<file path="src/common/icr_regs.vh">
// Constants for the interrupt CPU interface control register bank.
// Assumes inclusion by the bank and its encoding decoder only.
`ifndef ICR_REGS_VH
`define ICR_REGS_VH

// =============================================================
// System-register coordinates
`define ICR_OP0_GIC 2'h3
`define ICR_CRN_GIC 4'hC
`define ICR_OP1_EL1 3'h0
`define ICR_OP1_EL2 3'h4
`define ICR_OP1_EL3 3'h6
`define ICR_CRM_CTLR 4'hC
`define ICR_CRM_AP0 4'h8
`define ICR_CRM_AP1 4'h9
`define ICR_CRM_VTR 4'hB
`define ICR_OP2_CTLR 3'h4
`define ICR_OP2_AP0 3'h4
`define ICR_OP2_AP1 3'h0
`define ICR_OP2_VTR 3'h1

// =============================================================
// One-hot register select positions
`define ICR_SEL_CTLR1 0
`define ICR_SEL_VCTLR 1
`define ICR_SEL_AP0 2
`define ICR_SEL_VAP0 3
`define ICR_SEL_AP1 4
`define ICR_SEL_VAP1 5
`define ICR_SEL_VTR 6
`define ICR_SEL_CTLR3 7
`define ICR_SEL_W 8

// =============================================================
// Control register field positions
`define ICR_BIT_EXT_RANGE 19
`define ICR_BIT_RSS 18
`define ICR_BIT_A3V 15
`define ICR_BIT_LOCAL_ERROR_IRQ_SUPPORT 14
`define ICR_ID_W_HI 13
`define ICR_ID_W_LO 11
`define ICR_PRI_W_HI 10
`define ICR_PRI_W_LO 8
`define ICR_BIT_PMHE 6
`define ICR_BIT_EOI 1

// =============================================================
// Read-only field values and reset values
`define ICR_EXT_RANGE_VAL 1'h1
`define ICR_RSS_VAL 1'h0
`define ICR_A3V_VAL 1'h1
`define ICR_LOCAL_ERROR_IRQ_SUPPORT_VAL 1'h0
`define ICR_ID_W_VAL 3'h0
`define ICR_PRI_W_VAL 3'h4
`define ICR_PRI_BITS_MIN_2SEC 3'h5
`define ICR_PRI_BITS_MIN_1SEC 3'h4
`define ICR_BPR_MAX 3'h7
`define ICR_EXT_ID_LO 16'h0400
`define ICR_EXT_ID_HI 16'h1FFF
`define ICR_PMHE_RST 1'h0
`define ICR_EOI_RST 1'h0
`define ICR_AP_RST 32'h0
`define ICR_VTR_VAL 64'h0000_0000_9000_0000

`endif

</file>
<file path="src/rtl/icr_decode.v">
// Encoding decoder: turns a system-register coordinate into a one-hot select.
// Assumes the coordinate is held stable while the request is valid.
`timescale 1ns/1ps
`include "icr_regs.vh"

module icr_decode (
  input wire [1:0] op0,
  input wire [3:0] crn,
  input wire [2:0] op1,
  input wire [3:0] crm,
  input wire [2:0] op2,
  input wire use_virtual,
  output reg [`ICR_SEL_W-1:0] sel
);

  wire base_ok;
  wire shared_ctlr;
  wire shared_ap0;
  wire shared_ap1;

  assign base_ok = (op0 == `ICR_OP0_GIC) && (crn == `ICR_CRN_GIC);
  assign shared_ctlr = base_ok && (op1 == `ICR_OP1_EL1) && (crm == `ICR_CRM_CTLR) &&
                       (op2 == `ICR_OP2_CTLR);
  assign shared_ap0 = base_ok && (op1 == `ICR_OP1_EL1) && (crm == `ICR_CRM_AP0) &&
                      (op2 == `ICR_OP2_AP0);
  assign shared_ap1 = base_ok && (op1 == `ICR_OP1_EL1) && (crm == `ICR_CRM_AP1) &&
                      (op2 == `ICR_OP2_AP1);

  // Shared encodings are steered by the virtualisation state of the requester.
  always @* begin
    sel = {`ICR_SEL_W{1'b0}};
    sel[`ICR_SEL_CTLR1] = shared_ctlr && !use_virtual;
    sel[`ICR_SEL_VCTLR] = shared_ctlr && use_virtual;
    sel[`ICR_SEL_AP0] = shared_ap0 && !use_virtual;
    sel[`ICR_SEL_VAP0] = shared_ap0 && use_virtual;
    sel[`ICR_SEL_AP1] = shared_ap1 && !use_virtual;
    sel[`ICR_SEL_VAP1] = shared_ap1 && use_virtual;
    sel[`ICR_SEL_VTR] = base_ok && (op1 == `ICR_OP1_EL2) && (crm == `ICR_CRM_VTR) &&
                        (op2 == `ICR_OP2_VTR);
    sel[`ICR_SEL_CTLR3] = base_ok && (op1 == `ICR_OP1_EL3) && (crm == `ICR_CRM_CTLR) &&
                          (op2 == `ICR_OP2_CTLR);
  end

endmodule // icr_decode

</file>
<file path="src/rtl/icr_bank.v">
// System-register bank of the interrupt controller CPU interface.
// Assumes the core pipeline issues one access per valid cycle in the mclk domain.
//
// Functional notes
// Physical and virtual EL1 control decode at 3/C12/0/C12/4, 64 bits.
// Group 0 active priorities, physical and virtual, decode at 3/C12/0/C8/4.
// Group 1 active priorities, physical and virtual, decode at 3/C12/0/C9/0.
// Virtual interface type decodes at 3/C12/4/C11/1, 64 bits wide.
// EL3 control register decodes at 3/C12/6/C12/4, 64 bits wide.
// Control bit 19 reads one: identifiers 1024 to 8191 supported.
// Identifiers 1024 to 8191 always need an explicit deactivation.
// Control bit 18 reads zero: targeted affinity 0 values 0 to 15 only.
// Control bit 15 reads one, ignores writes: non-zero affinity 3 allowed.
// Control bit 14 reads zero, ignores writes: no local error interrupts.
// Control bits 13:11 read 000, sixteen identifier bits, writes ignored.
// Control bits 10:8 read priority bits minus one, value 100, read-only.
// Two security states need at least five priority bits.
// One security state needs at least four priority bits.
// Priority width reads the same for any security state or setting.
// Physical priority width sets the group 0 binary point minimum.
// With EL3 present, EL1 priority width reads the EL3 field.
// Control bits 63:20 and 17:16 read zero, writes have no effect.
// Shared encodings reach virtual registers when virtual handling applies.
`timescale 1ns/1ps
`include "icr_regs.vh"

module icr_bank (
  input wire mclk,
  input wire rst_n,
  input wire req_valid,
  input wire req_write,
  input wire [1:0] req_op0,
  input wire [3:0] req_crn,
  input wire [2:0] req_op1,
  input wire [3:0] req_crm,
  input wire [2:0] req_op2,
  input wire [63:0] req_wdata,
  input wire req_virtual,
  input wire req_secure,
  input wire el3_present,
  input wire distributor_disable_security,
  input wire [15:0] query_interrupt_identifier,
  output wire rsp_valid,
  output wire rsp_error,
  output wire [63:0] rsp_rdata,
  output wire query_needs_deactivation,
  output wire [2:0] group0_binary_point_min,
  output wire eoi_split_physical,
  output wire eoi_split_virtual,
  output wire priority_mask_hint
);

  // ===========================================================
  // Decode
  wire [`ICR_SEL_W-1:0] sel;
  wire hit;
  wire wr;

  icr_decode u_decode (
    .op0(req_op0),
    .crn(req_crn),
    .op1(req_op1),
    .crm(req_crm),
    .op2(req_op2),
    .use_virtual(req_virtual),
    .sel(sel)
  );

  assign hit = |sel;
  assign wr = req_valid && req_write;

  // ===========================================================
  // Storage
  reg rsp_valid_ff;
  reg rsp_error_ff;
  reg [63:0] rsp_rdata_ff;
  reg deact_ff;
  reg [2:0] bpr_min_ff;
  reg pmhe_ff;
  reg eoi_el1_ff;
  reg eoi_virt_ff;
  reg [31:0] ap0_ff;
  reg [31:0] vap0_ff;
  reg [31:0] ap1_ff;
  reg [31:0] vap1_ff;

  // ===========================================================
  // Read values
  // The priority width is a constant of the build, so neither the security state of
  // the access nor the distributor setting can change what is returned.
  wire [2:0] pri_w_el3;
  wire [2:0] pri_w_el1;
  wire [63:0] ctlr_ro;
  wire [63:0] ctlr1_val;
  wire [63:0] vctlr_val;
  wire [63:0] ctlr3_val;
  wire unused_secure;

  assign unused_secure = req_secure;
  assign pri_w_el3 = `ICR_PRI_W_VAL;
  assign pri_w_el1 = el3_present ? pri_w_el3 : `ICR_PRI_W_VAL;

  function [63:0] ctlr_fields;
    input [2:0] pri_w;
    reg [63:0] v;
    begin
      v = 64'h0;
      v[`ICR_BIT_EXT_RANGE] = `ICR_EXT_RANGE_VAL;
      v[`ICR_BIT_RSS] = `ICR_RSS_VAL;
      v[`ICR_BIT_A3V] = `ICR_A3V_VAL;
      v[`ICR_BIT_LOCAL_ERROR_IRQ_SUPPORT] = `ICR_LOCAL_ERROR_IRQ_SUPPORT_VAL;
      v[`ICR_ID_W_HI:`ICR_ID_W_LO] = `ICR_ID_W_VAL;
      v[`ICR_PRI_W_HI:`ICR_PRI_W_LO] = pri_w;
      ctlr_fields = v;
    end
  endfunction

  assign ctlr_ro = ctlr_fields(pri_w_el1);
  assign ctlr1_val = ctlr_ro | ({63'h0, pmhe_ff} << `ICR_BIT_PMHE) |
                     ({63'h0, eoi_el1_ff} << `ICR_BIT_EOI);
  assign vctlr_val = ctlr_ro | ({63'h0, eoi_virt_ff} << `ICR_BIT_EOI);
  assign ctlr3_val = ctlr_fields(pri_w_el3) | ({63'h0, pmhe_ff} << `ICR_BIT_PMHE);

  reg [63:0] nxt_rdata;
  always @* begin
    nxt_rdata = 64'h0;
    case (1'b1)
      sel[`ICR_SEL_CTLR1]: nxt_rdata = ctlr1_val;
      sel[`ICR_SEL_VCTLR]: nxt_rdata = vctlr_val;
      sel[`ICR_SEL_AP0]: nxt_rdata = {32'h0, ap0_ff};
      sel[`ICR_SEL_VAP0]: nxt_rdata = {32'h0, vap0_ff};
      sel[`ICR_SEL_AP1]: nxt_rdata = {32'h0, ap1_ff};
      sel[`ICR_SEL_VAP1]: nxt_rdata = {32'h0, vap1_ff};
      sel[`ICR_SEL_VTR]: nxt_rdata = `ICR_VTR_VAL;
      sel[`ICR_SEL_CTLR3]: nxt_rdata = ctlr3_val;
      default: nxt_rdata = 64'h0;
    endcase
  end

  // ===========================================================
  // Response path
  // An unmapped coordinate or a write to the read-only type register is answered
  // with an error and zero data, so the pipeline can raise its own trap.
  wire nxt_error;
  assign nxt_error = !hit || (req_write && sel[`ICR_SEL_VTR]);

  always @(posedge mclk or negedge rst_n) begin
    if (!rst_n) begin
      rsp_valid_ff <= 1'b0;
      rsp_error_ff <= 1'b0;
      rsp_rdata_ff <= 64'h0;
    end else begin
      rsp_valid_ff <= req_valid;
      rsp_error_ff <= req_valid && nxt_error;
      if (req_valid && !req_write && !nxt_error) begin
        rsp_rdata_ff <= nxt_rdata;
      end else begin
        rsp_rdata_ff <= 64'h0;
      end
    end
  end

  // ===========================================================
  // Writable control bits
  // The hint enable is one flop shared by the EL1 and EL3 control registers; from EL1, with EL3
  // present, it can only be written when the distributor has security disabled.
  wire pmhe_wr_el1;
  assign pmhe_wr_el1 = wr && sel[`ICR_SEL_CTLR1] && distributor_disable_security;

  always @(posedge mclk or negedge rst_n) begin
    if (!rst_n) begin
      pmhe_ff <= `ICR_PMHE_RST;
      eoi_el1_ff <= `ICR_EOI_RST;
      eoi_virt_ff <= `ICR_EOI_RST;
    end else begin
      if (wr && sel[`ICR_SEL_CTLR3]) begin
        pmhe_ff <= req_wdata[`ICR_BIT_PMHE];
      end else if (pmhe_wr_el1 && el3_present) begin
        pmhe_ff <= req_wdata[`ICR_BIT_PMHE];
      end else if (wr && sel[`ICR_SEL_CTLR1] && !el3_present) begin
        pmhe_ff <= req_wdata[`ICR_BIT_PMHE];
      end
      if (wr && sel[`ICR_SEL_CTLR1]) begin
        eoi_el1_ff <= req_wdata[`ICR_BIT_EOI];
      end
      if (wr && sel[`ICR_SEL_VCTLR]) begin
        eoi_virt_ff <= req_wdata[`ICR_BIT_EOI];
      end
    end
  end

  // ===========================================================
  // Active priorities, physical and virtual
  always @(posedge mclk or negedge rst_n) begin
    if (!rst_n) begin
      ap0_ff <= `ICR_AP_RST;
      vap0_ff <= `ICR_AP_RST;
      ap1_ff <= `ICR_AP_RST;
      vap1_ff <= `ICR_AP_RST;
    end else if (wr) begin
      if (sel[`ICR_SEL_AP0]) begin
        ap0_ff <= req_wdata[31:0];
      end
      if (sel[`ICR_SEL_VAP0]) begin
        vap0_ff <= req_wdata[31:0];
      end
      if (sel[`ICR_SEL_AP1]) begin
        ap1_ff <= req_wdata[31:0];
      end
      if (sel[`ICR_SEL_VAP1]) begin
        vap1_ff <= req_wdata[31:0];
      end
    end
  end

  // ===========================================================
  // Derived status
  // Five implemented priority bits satisfy both the two-state minimum and the
  // single-state minimum, so no build option is needed for either case.
  wire [2:0] pri_bits;
  wire [2:0] nxt_bpr_min;
  wire nxt_deact;

  assign pri_bits = pri_w_el3 + 3'h1;
  assign nxt_bpr_min = (pri_bits >= `ICR_PRI_BITS_MIN_2SEC) ?
                       (`ICR_BPR_MAX - pri_bits) :
                       (`ICR_BPR_MAX - `ICR_PRI_BITS_MIN_1SEC);
  assign nxt_deact = (query_interrupt_identifier >= `ICR_EXT_ID_LO) &&
                     (query_interrupt_identifier <= `ICR_EXT_ID_HI);

  always @(posedge mclk or negedge rst_n) begin
    if (!rst_n) begin
      deact_ff <= 1'b0;
      bpr_min_ff <= 3'h0;
    end else begin
      deact_ff <= nxt_deact;
      bpr_min_ff <= nxt_bpr_min;
    end
  end

  // ===========================================================
  // Outputs
  assign rsp_valid = rsp_valid_ff;
  assign rsp_error = rsp_error_ff;
  assign rsp_rdata = rsp_rdata_ff;
  assign query_needs_deactivation = deact_ff;
  assign group0_binary_point_min = bpr_min_ff;
  assign eoi_split_physical = eoi_el1_ff;
  assign eoi_split_virtual = eoi_virt_ff;
  assign priority_mask_hint = pmhe_ff;

endmodule // icr_bank

</file>
<file path="config.mk">
export PLATFORM = sky130hd
export DESIGN_NAME = icr_bank
export DESIGN_NICKNAME = d
export VERILOG_FILES = /design/src/rtl/icr_decode.v /design/src/rtl/icr_bank.v
export VERILOG_INCLUDE_DIRS = /design/src /design/src/common
export SDC_FILE = /design/constraint.sdc
export NUM_CORES = 1
export LEC_CHECK = 0
export ABC_AREA = 1
export BUFFER_PORTS_ARGS = -buffer_cell sky130_fd_sc_hd__buf_4
export CAP_MARGIN = 25
export CORE_ASPECT_RATIO = 1.1
export CORE_MARGIN = 4
export CORE_UTILIZATION = 45
export DETAILED_ROUTE_END_ITERATION = 16
export GPL_TIMING_DRIVEN = 0
export PLACE_DENSITY = 0.72
export SLEW_MARGIN = 20
export SYNTH_ARGS = -nofsm -noshare
export SYNTH_HDL_FRONTEND = slang
export SYNTH_SLANG_ARGS = --single-unit
</file>
<file path="constraint.sdc">
create_clock -name mclk -period 1.25 [get_ports mclk]
set_input_delay 0 -clock mclk [delete_from_list [all_inputs] [get_ports mclk]]
set_output_delay 0 -clock mclk [all_outputs]
set_load 0.01 [all_outputs]
</file>
==> results.sh, run 1 <==
export IMPL_status="complete, no violations"
export IMPL_grt_use_total=0.202
export IMPL_drt_pass1_iter_count=5
export IMPL_synth_top_area_cell="dfrtp_1"
export IMPL_drtIter0Drc=495
export IMPL_grt_overflow=0
export IMPL_cts_root_buf="clkbuf_16"
export IMPL_yosysWarnings=0
export IMPL_end_kind="register"
export IMPL_p_clk_frac=0.455
export IMPL_mostFrequentLayoutCell="nand2_1"
export IMPL_gp_congestion=0.818
export IMPL_ir_worst_vdd_mv=0.834
export IMPL_rows=49
export IMPL_leakagePower_nw=5.42
export IMPL_synth_distinct_cells=31
export IMPL_core_area_um2=16600
export IMPL_p_sw_w=0.00241
export IMPL_synth_seq_cells=167
export IMPL_die_w_um=133
export IMPL_internal_power_w=0.00873
export IMPL_slew_viol_final=0
export IMPL_die_area_um2=19200
export IMPL_fp_dieH_um=145
export IMPL_fin_nets=1202
export IMPL_fin_crit_sh=0.986
export IMPL_syn_avg_cell_area_um2=8.63
export IMPL_switching_share=0.216
export IMPL_grt_first_pass_wirelength_mm=31.8
export IMPL_most_common_layout_cells="nand2_1 (170), dfrtp_1 (167), buf_4 (148)"
export IMPL_fin_worst_skew_ns=0.00590
export IMPL_dp_hpwl_mm=12.8
export IMPL_numClockSinks=167
export IMPL_cts_made_buffers=17
export IMPL_initial_utilization=0.464
export IMPL_n_fill_cell=1391
export IMPL_htreeDepth=4
export IMPL_grt_max_degree=93
export IMPL_via_count=6361
export IMPL_synth_top_area_share=0.544
export IMPL_rsz0062_at_grt="true"
export IMPL_max_cap_viol_count=0
export IMPL_powerDensity_nw_per_um2=1100
export IMPL_drive_above_1_share=0.224
export IMPL_routed_wl_mm=19.1
export IMPL_path_class="input pin to register"
export IMPL_portBuffers=99
export IMPL_hold_path_class="input pin to register"
export IMPL_syn_cell_area_um2=7680
export IMPL_setup_viol=0
export IMPL_antenna_found_initial=1
export IMPL_fmax_mhz=811
export IMPL_relSlewSlack=0.544
export IMPL_grt_pass1_vias=6253
export IMPL_critical_path_arrival_ns=1.59
export IMPL_ys_seq_area_frac=0.544
export IMPL_finalInstanceArea_um2=10200
export IMPL_ios=177
export IMPL_wl_per_cell_um=14.5
export IMPL_synth_cells=890
export IMPL_hold_viol_final=0
export IMPL_startpoint_type="input pin"
export IMPL_area_growth_pct=32.4
export IMPL_fin_crit_ns=1.23
export IMPL_fin_setup_tns_ns=0
export IMPL_cts_tree="yes"
export IMPL_placedInstanceArea_um2=8900
export IMPL_synthTopCellsByArea="dfrtp_1 (54%), nand2_1 (8.6%), inv_1 (7.3%)"
export IMPL_vias_per_cell=4.84
export IMPL_cts_clk_slew_worst_paths_ns=0.06
export IMPL_worst_slew_pin_slew_ns=0.684
export IMPL_final_antenna_net_count=0
export IMPL_cts_max_path_buffers=2
export IMPL_insertion_delay_ns=0.43
export IMPL_combPwrFrac=0.059
export IMPL_crit_required_ns=1.60
export IMPL_drc=0
export IMPL_seq_power_share=0.486
export IMPL_critPathMaxFanout=10
per-layer routing:
layer / up-vias / GRT usage / share of wire
met5: - / 0 / 0
met1: 3033 / 0.278 / 0.44
li1: 3111 / - / -
met2: 196 / 0.326 / 0.49
met4: 0 / 0.0593 / 0.015
met3: 21 / 0.0422 / 0.058
cell type report:
class                   count  area, um2  share of cell area
multi-input cells         531       2710               0.267
repair buffers            156       1340               0.132
well taps                 204        255              0.0251
clock buffers              20        457              0.0449
flip-flops and latches    167       4180               0.411
inverters                 153        574              0.0565
diodes                      1       2.50            0.000246
plain buffers              72        546              0.0536
clock inverters            10        105              0.0103
power by group through the flow:
stage | clock [W] | sequential, W | combinational [W]
2_1_floorplan | 0 | 0.00552 | 0.000197
3_3_place_gp | 0 | 0.00551 | 0.000525
5_1_grt | 0.00537 | 0.00541 | 0.000729
4_1_cts | 0.00513 | 0.00541 | 0.000651
3_5_place_dp | 0 | 0.00551 | 0.000544
6_report | 0.00507 | 0.00541 | 0.000656
final timing paths:
| path | to | slack [ns] | start | depth (start not counted) |
|---|---|---|---|---|
| min in group asynchronous | vap0_ff[9]$_DFFE_PN0P_ | 0.19 | rst_n | 2 |
| worst min-delay path | priority_mask_hint$_DFFE_PN0P_ | 0.02 | distributor_disable_security | 6 |
| worst max-delay path | rsp_rdata[22]$_DFF_PN0_ | 0.02 | req_valid | 9 |
| worst min register to register | ap1_ff[19]$_DFFE_PN0P_ | 0.48 | ap1_ff[19]$_DFFE_PN0P_ | 2 |
| worst max register to register | rsp_rdata[6]$_DFF_PN0_ | 0.25 | priority_mask_hint$_DFFE_PN0P_ | 6 |
| max in group asynchronous | ap1_ff[29]$_DFFE_PN0P_ | 0.25 | rst_n | 3 |
cell families after synthesis:
family                 after synthesis  share of synthesized area
and+or+nand+nor                    323                      0.176
buffers and inverters              225                      0.136
DFF                                167                      0.544
AOI/OAI and AO/OA                  143                      0.104
muxes                               30                     0.0391
other                                2                   0.000978
cell usage after synthesis:
library cell and instances:
nor2_4 2, nand4_2 1, nor3_1 3, o21ai_2 1
buf_4 39, clkbuf_1 17, buf_6 5, conb_1 2
nor4_1 1, mux2i_1 30, nor2_1 91, a22oi_1 2
o31ai_1 1, a21oi_1 37, nand2_2 2, dfrtp_1 167
nand2_1 175, nand4_1 3, nand2_4 2, inv_2 3
nand3b_1 1, nor3b_4 1, nor2_2 4, o21ai_0 57
nand3_1 36, buf_2 11, o22ai_1 1, nand3b_2 1
inv_1 150, o211ai_1 29, o21ai_1 15
sequential cells by signal (all words and copies together) (netlist names):
name                      cells
eoi_split_virtual             1
priority_mask_hint            1
vap0_ff                      32
query_needs_deactivation      1
ap0_ff                       32
ap1_ff                       32
rsp_rdata                    32
group0_binary_point_min       1
vap1_ff                      32
rsp_valid                     1
eoi_split_physical            1
rsp_error                     1
timing repair:
action | in CTS | in global routing
resized for setup | 11 | 45
setup endpoints to repair | 94 | 148
hold buffers | 38 | 0
gates cloned | 0 | 0
pin swaps | 4 | 5
endpoints found under the hold margin | 229 | 0
buffers inserted | 9 | 9
per-stage QoR:
step	utilization	setup slack (ns)	std cells	power (W)	hold slack [ns]
6_report	0.614	0.0170	1314	0.0111	0.0232
5_1_grt	0.614	-0.0511	1314	0.0115	0.0242
4_1_cts	0.603	0.0152	1304	0.0112	0.00461
3_5_place_dp	0.538	-0.691	1227	0.00606	0.0773
3_3_place_gp	0.536	-0.766	1226	0.00604	0.138
2_1_floorplan	-	-0.0499	923	0.00572	-0.296
critical path: stages:
cell and delay, ns:
buf_4 0.09, dlygate4sd3_1 0.60, inv_1 0.05, nor2_1 0.18, o21ai_4 0.12, inv_2 0.13, nand2_8 0.11, buf_6 0.17
nor2_2 0.13
Note: power is estimated with default switching activity, not from simulation.
==> inputs of run 2 (changes only) <==
--- a/config.mk
+++ b/config.mk
@@ -9,7 +9,7 @@
 export ABC_AREA = 1
 export BUFFER_PORTS_ARGS = -buffer_cell sky130_fd_sc_hd__buf_4
 export CAP_MARGIN = 25
-export CORE_ASPECT_RATIO = 1.1
+export CORE_ASPECT_RATIO = 0.75
 export CORE_MARGIN = 4
 export CORE_UTILIZATION = 45
 export DETAILED_ROUTE_END_ITERATION = 16
==> run 2 against run 1 <==
Effect of this change: the run now ends with negative hold slack left; fmax up 3.1%; critical path type unchanged; register-to-register slack lost 0.02 ns; clock skew up 0.0021 ns; sequential power barely moved; critical path depth is 4 higher; cell count grew 1.1%; global-route usage increased by 0.96 points; first-iteration DRC count shrank 4.0%; utilization is 0.29 points higher; die area about the same; hold slack got worse by 0.037 ns; sequential share of layout area down 0.73 points.
==> results.sh, run 2 (synthesis gave the netlist of run 1 again) <==
export IMPL_grt_max_degree=98
export IMPL_most_common_layout_cells="nand2_1 (170), dfrtp_1 (167), inv_1 (148), buf_4 (148), nor2_1 (76)"
export IMPL_pre_cts_ws_ns=-0.617
export IMPL_fp_dieH_um=121
export IMPL_wl_per_cell_um=15.0
export IMPL_fmax_mhz=837
export IMPL_cts_clk_slew_worst_paths_ns=0.06
export IMPL_gp_congestion=0.881
export IMPL_cts_max_path_buffers=2
export IMPL_ir_worst_vdd_mv=0.858
export IMPL_reg2reg_from="vap1_ff[6]$_DFFE_PN0P_"
export IMPL_max_cap_viol_count=0
export IMPL_cts_made_buffers=17
export IMPL_path_class="input pin to register"
export IMPL_area_growth_pct=34.8
export IMPL_die_area_um2=19200
export IMPL_dp_hpwl_mm=13.0
export IMPL_worstRegToRegCells=6
export IMPL_fin_nets=1206
export IMPL_r2r_setup_slack_ns=0.23
export IMPL_fin_crit_ns=1.20
export IMPL_worst_slew_pin_slew_ns=0.548
export IMPL_numClockSinks=167
export IMPL_grt_overflow=0
export IMPL_grt_first_pass_wirelength_mm=32.5
export IMPL_cts_tree="yes"
export IMPL_htreeDepth=4
export IMPL_status="finished, violations left"
export IMPL_mostFrequentLayoutCell="nand2_1"
export IMPL_rows=41
export IMPL_violations="negative hold slack"
export IMPL_finalWorstSetupSlack_ns=0.0547
export IMPL_final_antenna_net_count=0
export IMPL_holdWs_ns=-0.0141
export IMPL_slew_viol_final=0
export IMPL_critical_path_arrival_ns=1.51
export IMPL_vias_per_cell=4.86
export IMPL_leakagePower_nw=5.48
export IMPL_crit_required_ns=1.56
export IMPL_ios=177
export IMPL_routed_wl_mm=20.0
export IMPL_hold_viol_final=18
export IMPL_drtIter0Drc=475
export IMPL_powerDensity_nw_per_um2=1110
export IMPL_initial_utilization=0.458
export IMPL_drive_above_1_share=0.237
export IMPL_fin_worst_skew_ns=0.00798
export IMPL_startpoint_type="input pin"
export IMPL_rsz0062_at_grt="true"
export IMPL_setup_viol=0
export IMPL_cts_root_buf="clkbuf_16"
export IMPL_critPathMaxFanout=10
export IMPL_totalPowerFinal_w=0.0115
export IMPL_hold_path_class="input pin to asynchronous set/reset pin"
export IMPL_postCtsHoldBufs=39
export IMPL_end_kind="register"
export IMPL_insertion_delay_ns=0.43
export IMPL_grt_pass1_vias=6309
export IMPL_portBuffers=99
export IMPL_antenna_found_initial=1
export IMPL_r2r_end="rsp_rdata[6]$_DFF_PN0_"
export IMPL_relSlewSlack=0.635
export IMPL_via_count=6464
export IMPL_core_area_um2=16800
export IMPL_die_w_um=159
export IMPL_drc=0
export IMPL_grt_use_total=0.212
export IMPL_fin_setup_tns_ns=0
export IMPL_drt_pass1_iter_count=5
export IMPL_fin_crit_sh=0.956
run 2: repair_timing:
action	in CTS	in global routing
resized for setup	11	80
cloned	0	1
setup buffers	9	10
endpoints found under the hold margin	252	18
pin swaps	5	7
setup endpoints to repair	97	149
run 2: critical path, cell delays in order:
cell and delay, ns:
buf_6 0.09, nor2_4 0.11, nand3_4 0.09, nor2_4 0.18
buf_6 0.13, nand4_1 0.09, buf_6 0.16, nor2_4 0.10
buf_12 0.16, buf_12 0.14, nor2_1 0.05, a21oi_1 0.14
inv_1 0.07
run 2: worst max path at each step:
stage / startpoint / endpoint / slack (ns)
floorplan: req_crn[1] / vap0_ff[10]$_DFFE_PN0P_ / -0.05
global placement: rst_n / rsp_rdata[12]$_DFF_PN0_ / -0.76
detailed placement: req_crm[3] / rsp_rdata[20]$_DFF_PN0_ / -0.62
CTS: req_op2[0] / rsp_rdata[29]$_DFF_PN0_ / 0.008
global route: req_crn[0] / vap0_ff[2]$_DFFE_PN0P_ / -0.05
finish: req_crn[0] / vap0_ff[12]$_DFFE_PN0P_ / 0.05
run 2: cell type report:
cell class / instances / area (um2)
diodes: 1 / 2.50
plain buffers: 72 / 597
clock buffers: 23 / 478
clock inverters: 7 / 119
fillers: 1408 / 6420
inverters: 153 / 574
multi-input cells: 531 / 2740
flip-flops and latches: 167 / 4180
well taps: 215 / 269
repair buffers: 160 / 1400
run 2: report_power, final:
| part | switching (W) | internal (W) |
|---|---|---|
| sequential | 0.00000173 | 0.00541 |
| combinational | 0.000345 | 0.000332 |
| clock | 0.00210 | 0.00328 |
| total | 0.00245 | 0.00903 |
run 2: metrics by stage:
stage                     instance area [um2]  std cells  hold slack, ns   util
after CTS                               10000       1317         -0.0272  0.598
after global routing                    10400       1329        -0.00796  0.617
after global placement                   8880       1237           0.140  0.529
final                                   10400       1329         -0.0141  0.617
after detailed placement                 8940       1239          -0.165  0.533
after floorplan                          7870        923          -0.296      -
run 2: per-layer routing:
metal | track usage | share of wire | vias to the layer above
met2 | 0.329 | 0.46 | 229
li1 | - | - | 3126
met4 | 0.0466 | 0.013 | 0
met5 | 0 | 0 | -
met1 | 0.297 | 0.46 | 3087
met3 | 0.0628 | 0.067 | 22
==> inputs of run 3 (changes only) <==
--- a/config.mk
+++ b/config.mk
@@ -18,4 +18,5 @@
 export SLEW_MARGIN = 20
 export SYNTH_ARGS = -nofsm -noshare
 export SYNTH_HDL_FRONTEND = slang
+export SYNTH_HIERARCHICAL = 1
 export SYNTH_SLANG_ARGS = --single-unit
==> run 3 against run 2 <==
Effect of this change: the flow finishes with violations (negative setup slack); sequential share of layout area fell by 0.93 points; critical path type unchanged; design area increased by 2.4%; fmax shrank 4.5%; routed wire length up 16%; area after synthesis is 3.0% lower; clock skew fell by 0.0010 ns; highest routed layer unchanged.
==> results.sh, run 3 <==
export IMPL_grt_first_pass_wirelength_mm=35.1
export IMPL_fin_worst_skew_ns=0.00698
export IMPL_syn_cell_area_um2=7450
export IMPL_powerDensity_nw_per_um2=1070
export IMPL_grt_pass1_vias=6586
export IMPL_placedInstanceArea_um2=8750
export IMPL_drc=0
export IMPL_hold_viol_final=0
export IMPL_rsz0062_at_grt="true"
export IMPL_max_cap_viol_count=0
export IMPL_critical_path_arrival_ns=1.60
export IMPL_synth_compound_area_share=0.139
export IMPL_synth_top_area_cell="dfrtp_1"
export IMPL_worst_slew_pin_slew_ns=0.629
export IMPL_initial_utilization=0.462
export IMPL_cts_root_buf="clkbuf_16"
export IMPL_grt_max_degree=99
export IMPL_drive_above_1_share=0.323
export IMPL_cts_max_path_buffers=2
export IMPL_violations="negative setup slack"
export IMPL_seq_area_um2=4180
export IMPL_fmax_mhz=799
export IMPL_num_antenna_cells=0
export IMPL_htreeDepth=4
export IMPL_via_count=6914
export IMPL_worstRegToRegCells=3
export IMPL_wl_per_cell_um=17.6
export IMPL_syn_avg_cell_area_um2=8.65
export IMPL_critPathMaxFanout=8
export IMPL_synth_cells=862
export IMPL_numClockSinks=167
export IMPL_pre_cts_ws_ns=-0.698
export IMPL_cts_made_buffers=17
export IMPL_cts_clk_slew_worst_paths_ns=0.07
export IMPL_fin_crit_ns=1.25
export IMPL_area_growth_pct=42.2
export IMPL_drtIter0Drc=647
export IMPL_ys_seq_area_frac=0.561
export IMPL_ios=177
export IMPL_synthTopCellsByCount="nand2_1 (269), dfrtp_1 (167), o21ai_0 (133), inv_1 (49), a21oi_1 (39)"
export IMPL_grt_use_total=0.241
export IMPL_n_fill_cell=1308
export IMPL_status="finished, violations left"
export IMPL_setup_viol=1
export IMPL_synth_simple_gate_area_frac=0.203
export IMPL_critPathTopFamily="simple AND/OR/NAND/NOR gates"
export IMPL_holdWs_ns=0.0457
export IMPL_finalInstanceArea_um2=10600
export IMPL_muxShareOfSynthArea=0
export IMPL_min_path_cells=6
export IMPL_vias_per_cell=5.26
export IMPL_synth_seq_cells=167
export IMPL_relSlewSlack=0.579
export IMPL_ir_worst_vdd_mv=0.940
export IMPL_die_area_um2=18700
export IMPL_gp_congestion=0.841
export IMPL_synth_top_family_by_area="simple AND/OR/NAND/NOR gates"
export IMPL_slowest_stage="buf_12"
export IMPL_r2r_end="rsp_rdata[16]$_DFF_PN0_"
export IMPL_yosysWarnings=6
export IMPL_multi_input_area_um2=3090
export IMPL_hp_start="req_op2[1]"
export IMPL_fp_dieH_um=119
export IMPL_antenna_found_initial=0
export IMPL_path_class="input pin to register"
export IMPL_synth_edf_count=0
export IMPL_startpoint_type="input pin"
export IMPL_mostFrequentLayoutCell="nand2_1"
export IMPL_fin_nets=1195
export IMPL_cts_tree="yes"
export IMPL_path_buf_inv=5
export IMPL_r2r_setup_slack_ns=0.21
export IMPL_fin_crit_sh=1.00
export IMPL_ys_flop_type="dfrtp_1"
export IMPL_synthAdderAreaFrac=0
export IMPL_die_w_um=157
export IMPL_leakagePower_nw=5.29
export IMPL_synth_top_area_share=0.561
export IMPL_hold_path_class="input pin to register"
export IMPL_crit_chain="buf_6 > inv_12 > nand2_4 > nor2_4 > nand3_4 > nor3_2 > buf_6 > nor2_4 > nand4_4 > nand3_4 > buf_12 > buf_12 > nor2_2"
export IMPL_finalWorstSetupSlack_ns=-0.00147
export IMPL_dp_hpwl_mm=14.0
export IMPL_drt_pass1_iter_count=5
export IMPL_slew_viol_final=0
export IMPL_rows=40
export IMPL_min_to="rsp_error$_DFF_PN0_"
export IMPL_insertion_delay_ns=0.43
export IMPL_reg2reg_from="vap0_ff[16]$_DFFE_PN0P_"
export IMPL_yosysMostFrequentCell="nand2_1"
export IMPL_crit_path_max_incr_delay_ns=0.21
export IMPL_most_common_layout_cells="nand2_1 (250), dfrtp_1 (167), buf_4 (161)"
export IMPL_routed_wl_mm=23.1
export IMPL_end_kind="register"
export IMPL_crit_required_ns=1.60
export IMPL_synth_distinct_cells=31
export IMPL_synthArstFlopShare=1.00
export IMPL_synthTopCellsByArea="dfrtp_1 (56%), nand2_1 (14%), o21ai_0 (8.9%)"
export IMPL_portBuffers=99
export IMPL_yosys_area_share_xor_xnor=0
export IMPL_final_antenna_net_count=0
export IMPL_grt_overflow=0
export IMPL_core_area_um2=16100
## run 3: worst reg2reg max path: stages (launching register included)
cell	delay [ns]
dfrtp_1	0.37
or2_2	0.30
a21oi_2	0.19
nor3_4	0.06
## run 3: per-stage QoR
| stage | cells | util | setup TNS [ns] | total power, W |
|---|---|---|---|---|
| after global routing | 1314 | 0.658 | -1.12 | 0.0117 |
| final | 1314 | 0.658 | -0.00147 | 0.0114 |
| after floorplan | 895 | - | -1.92 | 0.00574 |
| after CTS | 1298 | 0.629 | -0.00731 | 0.0113 |
| after global placement | 1204 | 0.541 | -206.07 | 0.00604 |
| after detailed placement | 1205 | 0.543 | -86.22 | 0.00606 |
## run 3: worst max-delay path by stage
| stage | startpoint | endpoint | slack [ns] | cells after the start |
|---|---|---|---|---|
| after detailed placement | req_op1[0] | ap0_ff[17]$_DFFE_PN0P_ | -0.70 | 11 |
| after global placement | rst_n | rsp_rdata[20]$_DFF_PN0_ | -0.76 | 1 |
| after CTS | req_op1[1] | rsp_rdata[30]$_DFF_PN0_ | -0.007 | 13 |
| final | req_op1[0] | rsp_rdata[30]$_DFF_PN0_ | -0.001 | 13 |
| after global routing | req_op1[0] | rsp_rdata[30]$_DFF_PN0_ | -0.08 | 13 |
| after floorplan | req_op1[0] | rsp_rdata[16]$_DFF_PN0_ | -0.09 | 11 |
## run 3: final cells by class
cell class                      instances  area share
Tap cell                              210      0.0248
Multi-Input combinational cell        595       0.291
Inverter                               54      0.0228
Clock buffer                           21      0.0434
Buffer                                 76      0.0550
Clock inverter                         11      0.0116
Sequential cell                       167       0.394
Timing Repair Buffer                  180       0.157
## run 3: report_power, final
group / switching [W] / internal (W)
Clock: 0.00223 / 0.00305
Sequential: 0.00000185 / 0.00541
Combinational: 0.000348 / 0.000320
## run 3: logic make-up (layout without fill, tap and decap cells)
logic type / after synthesis / after routing
flip-flops: 167 / 167
AND/OR/NAND/NOR: 360 / 361
other: 2 / 35
AO/OA/AOI/OAI: 199 / 199
buffers and inverters: 134 / 342
## run 3: repair_timing
item / CTS / global route
pin swaps: 13 / 19
hold endpoints to repair: 203 / 0
buffers inserted: 21 / 15
hold buffers: 37 / 0
gates cloned: 5 / 3
resized for setup: 63 / 106
endpoints found under the setup margin: 154 / 148
## run 3: layer usage
metal / share of wire / GRT usage
met3: 0.084 / 0.0527
met2: 0.47 / 0.368
met1: 0.42 / 0.342
met5: 0 / 0
met4: 0.020 / 0.0818
